==> src/hdl/bdmd_map.svh <==
`ifndef BDMD_MAP_SVH
`define BDMD_MAP_SVH

// Scheme encodings on the two-bit setting
`define BDMD_SCHEME_SIX       2'h0
`define BDMD_SCHEME_SIX_LIM   2'h1
`define BDMD_SCHEME_THREE     2'h2
`define BDMD_SCHEME_THREE_LIM 2'h3

// Strap levels as seen by the strap decoder
`define BDMD_STRAP_GND        2'h0
`define BDMD_STRAP_FLOAT      2'h1
`define BDMD_STRAP_RES_RAIL   2'h2
`define BDMD_STRAP_RAIL       2'h3

// Timing
`define BDMD_CLK_HZ           10000000
`define BDMD_BLANK_NS         5000
`define BDMD_CLK_NS           100
`define BDMD_READY_US         1000

`endif

==> src/hdl/bdmd_pkg.sv <==
package bdmd_pkg;
  typedef enum logic [1:0] {
    BDMD_PH_HIZ,
    BDMD_PH_LOW,
    BDMD_PH_HIGH
  } bdmd_phase_t;

  typedef enum logic [1:0] {
    BDMD_ST_RESET,
    BDMD_ST_SAMPLE,
    BDMD_ST_RUN,
    BDMD_ST_TEST
  } bdmd_state_t;
endpackage

==> src/hdl/bdmd_phase_decode.sv <==
`timescale 1ns/1ps
`include "bdmd_map.svh"

// One phase: decodes synchronised gate inputs into a drive state
module bdmd_phase_decode (
  input  wire logic                 high_side_in,  // Synchronised high-side input
  input  wire logic                 low_side_in,   // Synchronised low-side input
  input  wire logic                 three_input,   // Scheme is three-input
  input  wire logic                 enable,        // Drive allowed
  output bdmd_pkg::bdmd_phase_t     phase_state    // Decoded state
);
  wire logic six_hiz;
  wire logic three_hiz;

  assign six_hiz   = (high_side_in == low_side_in);
  assign three_hiz = !low_side_in;

  assign phase_state = !enable ? bdmd_pkg::BDMD_PH_HIZ :
                       three_input ? (three_hiz ? bdmd_pkg::BDMD_PH_HIZ :
                                      (high_side_in ? bdmd_pkg::BDMD_PH_HIGH : bdmd_pkg::BDMD_PH_LOW)) :
                       (six_hiz ? bdmd_pkg::BDMD_PH_HIZ :
                        (high_side_in ? bdmd_pkg::BDMD_PH_HIGH : bdmd_pkg::BDMD_PH_LOW));
endmodule // bdmd_phase_decode

==> src/hdl/bdmd_top.sv <==
// How it works
// - Four schemes by two-bit setting: six, six limited, three, three limited.
// - Strap variant maps ground, float, resistor-rail, rail onto the same four schemes.
// - Limited schemes: shared pin is current threshold, sense outputs unavailable.
// - Unlimited schemes: shared pin is sense reference, all three sense outputs available in run state only (not start-up or test mode).
// - Six-input: equal inputs give Hi-Z, high-side alone high, low-side alone low.
// - Fault pin not pulled high at power-up puts device in test mode.
// - Any fault event drives fault pin; cause held in readable status.
// - Three-input: low-side zero gives Hi-Z, else phase follows high-side input.
// - Limit comparator result ignored five microseconds after each output transition.
`timescale 1ns/1ps
`include "bdmd_map.svh"

module bdmd_top #(
  parameter int PHASES = 3  // Number of half-bridges
) (
  input  wire logic                          ref_clk,             // 10 MHz clock
  input  wire logic                          reset_n,             // Async reset, active low
  input  wire logic [PHASES-1:0]             high_side_in,        // High-side gate inputs
  input  wire logic [PHASES-1:0]             low_side_in,         // Low-side gate inputs
  input  wire logic                          strap_variant,       // 1: scheme from strap
  input  wire logic [1:0]                    scheme_setting,      // Serial-variant scheme bits
  input  wire logic [1:0]                    scheme_strap,        // Strap level code
  input  wire logic                          limit_trip,          // Current limit comparator
  input  wire logic [3:0]                    fault_events,        // Detected fault causes
  input  wire logic                          fault_clear,         // Clear latched causes
  input  wire logic                          fault_indicator_n_i, // Fault pin level sensed
  output logic                               fault_indicator_n_o, // Fault pin driven value
  output logic                               fault_indicator_n_oe,// Fault pin pull-down enable
  output logic [2*PHASES-1:0]                phase_out,           // Per phase 2-bit state: 0 Hi-Z, 1 low, 2 high
  output logic [1:0]                         scheme_q,            // Active scheme
  output logic                               ref_is_limit,        // Shared pin is threshold
  output logic                               sense_amp_out_en,    // Sense outputs available
  output logic                               limit_active,        // Phases clamped by limit
  output logic [3:0]                         fault_cause_q,       // Latched fault causes
  output logic                               test_mode            // Internal test mode
);
  localparam int BLANK_CYC = (`BDMD_BLANK_NS + `BDMD_CLK_NS - 1) / `BDMD_CLK_NS;
  localparam int BLANK_W   = $clog2(BLANK_CYC + 1);

  // Refuse a bridge with no phases before anything is built
  if (PHASES < 1) begin : g_bad_phases
    $error("PHASES must be at least 1");
  end

  ////////////////////////////////////////////////////////////////////////////
  // Input synchronisers
  logic [PHASES-1:0] hs_meta_q, hs_sync_q, ls_meta_q, ls_sync_q;

  always_ff @(posedge ref_clk or negedge reset_n) begin
    if (!reset_n) begin
      hs_meta_q <= '0;
      hs_sync_q <= '0;
      ls_meta_q <= '0;
      ls_sync_q <= '0;
    end else begin
      hs_meta_q <= high_side_in;
      hs_sync_q <= hs_meta_q;
      ls_meta_q <= low_side_in;
      ls_sync_q <= ls_meta_q;
    end
  end

  // Gate edges are seen between stage two and a history stage; the first stage
  // may be metastable, so nothing but stage two reads it
  logic [PHASES-1:0]      hs_prev_q, ls_prev_q;
  wire logic [PHASES-1:0] hs_edge;
  wire logic [PHASES-1:0] ls_edge;

  always_ff @(posedge ref_clk or negedge reset_n) begin
    if (!reset_n) begin
      hs_prev_q <= '0;
      ls_prev_q <= '0;
    end else begin
      hs_prev_q <= hs_sync_q;
      ls_prev_q <= ls_sync_q;
    end
  end

  assign hs_edge = hs_sync_q ^ hs_prev_q;
  assign ls_edge = ls_sync_q ^ ls_prev_q;

  ////////////////////////////////////////////////////////////////////////////
  // Scheme selection and start-up
  bdmd_pkg::bdmd_state_t state_q, state_d;
  logic [1:0]            scheme_d;
  wire logic [1:0]       strap_scheme;
  wire logic [1:0]       sel_scheme;
  wire logic             is_limit;
  wire logic             three_in;
  wire logic             drive_en;

  // Strap codes map one to one onto the scheme encodings
  assign strap_scheme = (scheme_strap == `BDMD_STRAP_GND)      ? `BDMD_SCHEME_SIX :
                        (scheme_strap == `BDMD_STRAP_FLOAT)    ? `BDMD_SCHEME_SIX_LIM :
                        (scheme_strap == `BDMD_STRAP_RES_RAIL) ? `BDMD_SCHEME_THREE :
                                                                 `BDMD_SCHEME_THREE_LIM;
  assign sel_scheme   = strap_variant ? strap_scheme : scheme_setting;

  always_comb begin
    state_d  = state_q;
    scheme_d = scheme_q;
    case (state_q)
      bdmd_pkg::BDMD_ST_RESET:  state_d = bdmd_pkg::BDMD_ST_SAMPLE;
      bdmd_pkg::BDMD_ST_SAMPLE: begin
        scheme_d = sel_scheme;
        // Pin not released high by the pull-up means test mode
        state_d  = fault_indicator_n_i ? bdmd_pkg::BDMD_ST_RUN
                                       : bdmd_pkg::BDMD_ST_TEST;
      end
      // Live changes follow the setting; the controller parks inputs first
      bdmd_pkg::BDMD_ST_RUN:    scheme_d = sel_scheme;
      bdmd_pkg::BDMD_ST_TEST:   state_d  = bdmd_pkg::BDMD_ST_TEST;
      default:                  state_d  = bdmd_pkg::BDMD_ST_RESET;
    endcase
  end

  always_ff @(posedge ref_clk or negedge reset_n) begin
    if (!reset_n) begin
      state_q  <= bdmd_pkg::BDMD_ST_RESET;
      scheme_q <= `BDMD_SCHEME_SIX;
    end else begin
      state_q  <= state_d;
      scheme_q <= scheme_d;
    end
  end

  assign is_limit         = (scheme_q == `BDMD_SCHEME_SIX_LIM) || (scheme_q == `BDMD_SCHEME_THREE_LIM);
  assign three_in         = (scheme_q == `BDMD_SCHEME_THREE) || (scheme_q == `BDMD_SCHEME_THREE_LIM);
  assign ref_is_limit     = is_limit;
  assign sense_amp_out_en = drive_en && !is_limit;
  assign test_mode        = (state_q == bdmd_pkg::BDMD_ST_TEST);
  // Clamp and start-up both reach the pins as Hi-Z through the decoders
  assign drive_en         = (state_q == bdmd_pkg::BDMD_ST_RUN) && !limit_active;

  ////////////////////////////////////////////////////////////////////////////
  // Phase decode
  bdmd_pkg::bdmd_phase_t phase_comb [PHASES];
  bdmd_pkg::bdmd_phase_t phase_q    [PHASES];
  logic [PHASES-1:0]     phase_chg;

  genvar g;
  generate
    for (g = 0; g < PHASES; g++) begin : g_phase
      bdmd_phase_decode u_dec (
        .high_side_in (hs_sync_q[g]),
        .low_side_in  (ls_sync_q[g]),
        .three_input  (three_in),
        .enable       (drive_en),
        .phase_state  (phase_comb[g])
      );
      always_ff @(posedge ref_clk or negedge reset_n) begin
        if (!reset_n) begin
          phase_q[g] <= bdmd_pkg::BDMD_PH_HIZ;
        end else begin
          phase_q[g] <= phase_comb[g];
        end
      end
      assign phase_chg[g]         = (phase_comb[g] != phase_q[g]);
      assign phase_out[2*g +: 2]  = phase_q[g];
    end
  endgenerate

  ////////////////////////////////////////////////////////////////////////////
  // Cycle-by-cycle limit with blanking
  // Clamp lasts until the controller's own next transition, i.e. one PWM cycle
  logic [BLANK_W-1:0] blank_q;
  logic               limit_q;
  wire logic          blanked;
  wire logic          in_chg;
  wire logic          limit_hit;
  wire logic          limit_release;

  // Switching noise on the sense path would otherwise trip the clamp at once
  assign blanked       = (blank_q != '0);
  assign in_chg        = (|hs_edge) || (|ls_edge);
  assign limit_hit     = is_limit && limit_trip && !blanked;
  assign limit_release = !is_limit || in_chg;
  assign limit_active  = limit_q;

  always_ff @(posedge ref_clk or negedge reset_n) begin
    if (!reset_n) begin
      blank_q <= '0;
    end else if (|phase_chg) begin
      blank_q <= BLANK_W'(BLANK_CYC);
    end else if (blanked) begin
      blank_q <= blank_q - 1'b1;
    end
  end

  ////////////////////////////////////////////////////////////////////////////
  // Clamp register
  // Release first: a gate edge ends the clamp even while the trip persists
  always_ff @(posedge ref_clk or negedge reset_n) begin
    if (!reset_n) begin
      limit_q <= 1'b0;
    end else if (limit_release) begin
      limit_q <= 1'b0;
    end else if (limit_hit) begin
      limit_q <= 1'b1;
    end
  end

  ////////////////////////////////////////////////////////////////////////////
  // Fault indication
  wire logic [3:0] fault_next;

  // Set wins over clear, so an event in the clearing cycle is never lost
  assign fault_next = (fault_clear ? 4'h0 : fault_cause_q) | fault_events;

  always_ff @(posedge ref_clk or negedge reset_n) begin
    if (!reset_n) begin
      fault_cause_q <= '0;
    end else begin
      fault_cause_q <= fault_next;
    end
  end

  // Open drain: the board pull-up gives the released level
  assign fault_indicator_n_o  = 1'b0;
  assign fault_indicator_n_oe = |fault_cause_q;
endmodule // bdmd_top

==> config.mk <==
export PLATFORM = sky130hd
export DESIGN_NAME = bdmd_top
export DESIGN_NICKNAME = d
export VERILOG_FILES = /design/src/hdl/bdmd_pkg.sv /design/src/hdl/bdmd_phase_decode.sv /design/src/hdl/bdmd_top.sv
export VERILOG_INCLUDE_DIRS = /design/src /design/src/hdl
export SDC_FILE = /design/constraint.sdc
export NUM_CORES = 1
export LEC_CHECK = 0
export ABC_AREA = 1
export BUFFER_PORTS_ARGS = -buffer_cell sky130_fd_sc_hd__buf_2
export CAP_MARGIN = 20
export CORE_MARGIN = 2
export CORE_UTILIZATION = 45
export DETAILED_ROUTE_END_ITERATION = 10
export PLACE_DENSITY = 0.71
export SYNTH_ARGS = -nofsm -noshare
export SYNTH_HDL_FRONTEND = slang
export SYNTH_SLANG_ARGS = --single-unit
==> constraint.sdc <==
create_clock -name ref_clk -period 1.45 [get_ports ref_clk]
set_input_delay 0.145 -clock ref_clk [delete_from_list [all_inputs] [get_ports ref_clk]]
set_output_delay 0.145 -clock ref_clk [all_outputs]
set_load 0.05 [all_outputs]
==> impl_table.tex <==
\begin{tabular}{lr}
\hline
Metric & Value \\
\hline
\multicolumn{2}{l}{\textbf{Outcome}} \\
Outcome & finished, violations left \\
Failing checks & negative setup slack \\
\multicolumn{2}{l}{\textbf{Route}} \\
Routed Antenna Nets & 0 \\
Vias & 1366 \\
Wire length reported by the detailed router & 3183 um \\
First-iteration detailed-routing DRC count & 28 \\
1st-pass router iterations & 4 \\
DRC violations left & 0 \\
Average vias per placed instance & 4.646 \\
Average wire length per cell after detail routing & 10.83 um \\
\multicolumn{2}{l}{\textbf{Yosys}} \\
Number of warnings reported in the yosys synthesis log & 0 \\
Leading cell type by number of instances after synthesis & dfrtp\_1 \\
Mapped cell area & 0.001732 mm2 \\
Top flip-flop cell by instance count after synthesis & dfrtp\_1 \\
Synth top area share & 0.5636 \\
Register bit total from synthesis & 39 \\
Post-synthesis cell count & 186 \\
Leading post-synthesis cells by instance count & dfrtp\_1, nand2\_1, inv\_1 \\
Cell type with the highest aggregate area in the netlist & dfrtp\_1 \\
Netlist cell types & 26 \\
Count of flip-flops with a built-in enable after synthesis & 0 \\
Synthesized area per cell & 9.310 um2 \\
Number of nets in the synthesized netlist & 211 \\
Cell types with the largest area share after synthesis & dfrtp\_1, nand2\_1, inv\_1, ha\_1, nand3\_1 \\
Synth async-reset ratio & 1.000 \\
Seq/Total Area, Yosys & 0.5636 \\
\multicolumn{2}{l}{\textbf{Min path}} \\
Worst min-delay path category & in -> reg \\
Worst hold path endpoint & fault\_cause\_q[3] \\
Number of instances on the worst hold path & 2 \\
Start point of the worst min-delay path & fault\_events[3] \\
\multicolumn{2}{l}{\textbf{STA}} \\
Hold violation total from the final report & 0 \\
Minimum setup slack in the final design & -0.06354 ns \\
Setup Viol. Count Final & 7 \\
Final clock period utilization by the worst path & 1.044 \\
Final Max Tran Viols & 0 \\
Worst-case clock skew & 0.004283 ns \\
Fmax & 660.7 MHz \\
RSZ-0062 raised after global routing & true \\
Clock period minus worst slack & 1.514 ns \\
\multicolumn{2}{l}{\textbf{Floorplan}} \\
Die Y-Extent & 66.04 um \\
Overall die area & 0.004361 mm2 \\
Starting utilization of the core area & 0.4695 \\
Die X & 66.04 um \\
Placeable Area & 0.003689 mm2 \\
Number of placed I/O pins & 38 \\
Num rows & 22 \\
\multicolumn{2}{l}{\textbf{Power and ir drop}} \\
Leakage & 1.266 nW \\
Max IR drop VDD & 739.0 uV \\
Part of the power in combinational logic & 0.301 \\
Areal power density over the cells & 1408 mW/mm2 \\
Internal power & 2.158 mW \\
Clock share of power & 0.280 \\
Switching Share & 0.3412 \\
Sw Pwr & 1.118 mW \\
Fraction of power consumed by sequential logic & 0.419 \\
\multicolumn{2}{l}{\textbf{Clock network}} \\
CTS tree & done \\
Clock Tree Buf Depth & 2 \\
Root Buffer & clkbuf\_8 \\
Clock latency reported for the late side of the worst-skew pair & 0.29 ns \\
CTS clk-pin slew, worst paths & 0.08 ns \\
H-tree levels & 2 \\
Number of buffers created by CTS & 5 \\
Clk sink count & 39 \\
\multicolumn{2}{l}{\textbf{GRT}} \\
Largest net degree at the start of global routing & 40 \\
GR Util All Layers & 0.1665 \\
Number of antenna violations at the first check in global routing & 0 \\
First-pass GRT wire length & 5416 um \\
Number of global-route vias before repair & 1362 \\
Global route overflow & 0 \\
\multicolumn{2}{l}{\textbf{Critical path}} \\
Crit path top cell by count & buf\_6 \\
Endpoint required time on the critical path & 1.31 ns \\
Crit path capture type & output pin \\
Slowest stage delay, CP & 0.40 ns \\
Crit. Startpoint & state\_q[0] \\
Reg2Reg Capture Point & blank\_q[5] \\
Arrival time of the worst setup path & 1.37 ns \\
Critical path's top delay family & flip-flops \\
Buffers \& Inverters on Critical Path & 3 \\
Worst path cell trace & inv\_2 > ha\_4 > nand2\_4 > buf\_6 > nor2\_4 > buf\_6 \\
Start-to-end type of the worst setup path & reg -> out \\
Worst-path maximum fanout & 4 \\
Depth of the most critical reg-to-reg path & 9 \\
Critical path's slowest cell & dfrtp\_1 \\
Critical Path Start Type & flop \\
R2R setup slack & -0.03 ns \\
Launch point of the worst reg-to-reg path & state\_q[0] \\
\multicolumn{2}{l}{\textbf{Layout}} \\
Total non-filler cell area in the finished layout & 0.002327 mm2 \\
Growth of design area from synthesis to finish & 34.39\% \\
Antenna Cells & 0 \\
Share of layout cells above drive strength 1 & 0.3333 \\
Final layout net count & 270 \\
\multicolumn{2}{l}{\textbf{Placement}} \\
Final weighted congestion of routability-driven global placement & 0.8287 \\
Standard cell area after detailed placement & 0.002043 mm2 \\
Post-placement worst setup slack & -0.08312 ns \\
Estimated wirelength of the detail-placed design & 2345 um \\
Port Buffers & 36 \\
\multicolumn{2}{l}{\textbf{Flow run}} \\
Number of violations of the max-capacitance limit & 0 \\
\hline
\end{tabular}
==> worst max path at each step <==
| stage | to | slack, ns | depth (start not counted) |
|---|---|---|---|
| after CTS | sense_amp_out_en | -0.06 | 6 |
| after floorplan | blank_q[1] | 0.02 | 9 |
| after global routing | blank_q[4] | -0.14 | 9 |
| final | sense_amp_out_en | -0.06 | 6 |
| after detailed placement | blank_q[1] | -0.08 | 9 |
| after global placement | blank_q[1] | -0.007 | 9 |
==> routing by layer <==
metal / vias to the layer above / wire, um / global-route usage
li1: 694 / - / -
met1: 630 / 1419 / 0.1944
met2: 32 / 1568 / 0.2803
met3: 10 / 131 / 0.03918
met4: 0 / 63 / 0.09439
met5: - / 0 / 0
==> metrics by stage <==
| step | util | hold WS, ns | std cells | power (mW) | setup TNS (ns) |
|---|---|---|---|---|---|
| CTS | 0.6218 | 0.03282 | 294 | 3.284 | -0.1146 |
| finish | 0.6309 | 0.04025 | 294 | 3.276 | -0.1513 |
| global route | 0.6309 | 0.03515 | 294 | 3.507 | -0.8621 |
| floorplan | - | -0.1506 | 186 | 2.054 | 0 |
| detailed placement | 0.5539 | 0.2189 | 278 | 2.312 | -0.3425 |
| global placement | 0.5539 | 0.2175 | 278 | 2.295 | -0.01121 |
==> kinds of logic (layout without fill, tap and decap cells) <==
group           after synthesis  after routing  share of synthesized area
simple gates                 80             80                     0.2189
flops                        39             39                     0.5636
buf+inv                      37             97                    0.08237
compound gates               16             16                    0.05636
xor+xnor                      8              8                    0.04046
fa+ha+maj                     5              5                    0.03613
other cells                   1              1                   0.002166
==> power by group through the flow <==
stage | logic (mW) | clock network, mW | registers, mW
finish | 0.985 | 0.917 | 1.37
global route | 1.12 | 0.999 | 1.39
CTS | 0.965 | 0.944 | 1.37
detailed placement | 0.920 | 0 | 1.39
global placement | 0.909 | 0 | 1.39
floorplan | 0.555 | 0 | 1.50
==> area by class of cell <==
type,instances,area [um2]
fill,316,1361
timing repair buffer,54,349.1
tap,48,60.06
multi-input combinational,110,689.4
inverter,35,133.9
sequential,39,978.4
clock inverter,3,47.55
clock buffer,5,68.82
==> repair_timing <==
| item | 4_1_cts | 5_1_grt |
|---|---|---|
| gates resized for setup | 13 | 11 |
| buffers inserted | 1 | 0 |
| pin swaps | 3 | 1 |
| setup endpoints to repair | 7 | 9 |
| endpoints found under the hold margin | 45 | 0 |
| hold buffers | 7 | 0 |
==> cell usage in the layout, fill, tap and decap left out, types with 2 or more instances in the layout <==
master / instances
dfrtp_1: 37
nand3_1: 6
buf_2: 34
dfrtp_2: 2
o21bai_1: 4
nand2_2: 3
inv_2: 2
nor2_1: 9
nand3_2: 6
dlygate4sd3_1: 7
xnor2_1: 2
clkbuf_8: 5
buf_6: 3
o21ai_0: 4
inv_1: 32
buf_4: 10
nor2_2: 6
xor2_1: 6
nand4_1: 4
nor2_4: 2
nor3_1: 3
ha_1: 4
nand2_1: 36
a21oi_1: 3
==> flip-flops by register name, indices dropped and copies added (netlist names), 3 cells and up <==
register,flops
hs_prev_q,3
hs_meta_q,3
ls_prev_q,3
fault_cause_q,4
hs_sync_q,3
phase_out,6
blank_q,6
ls_sync_q,3
ls_meta_q,3
Power figures use the tool's default switching activity.
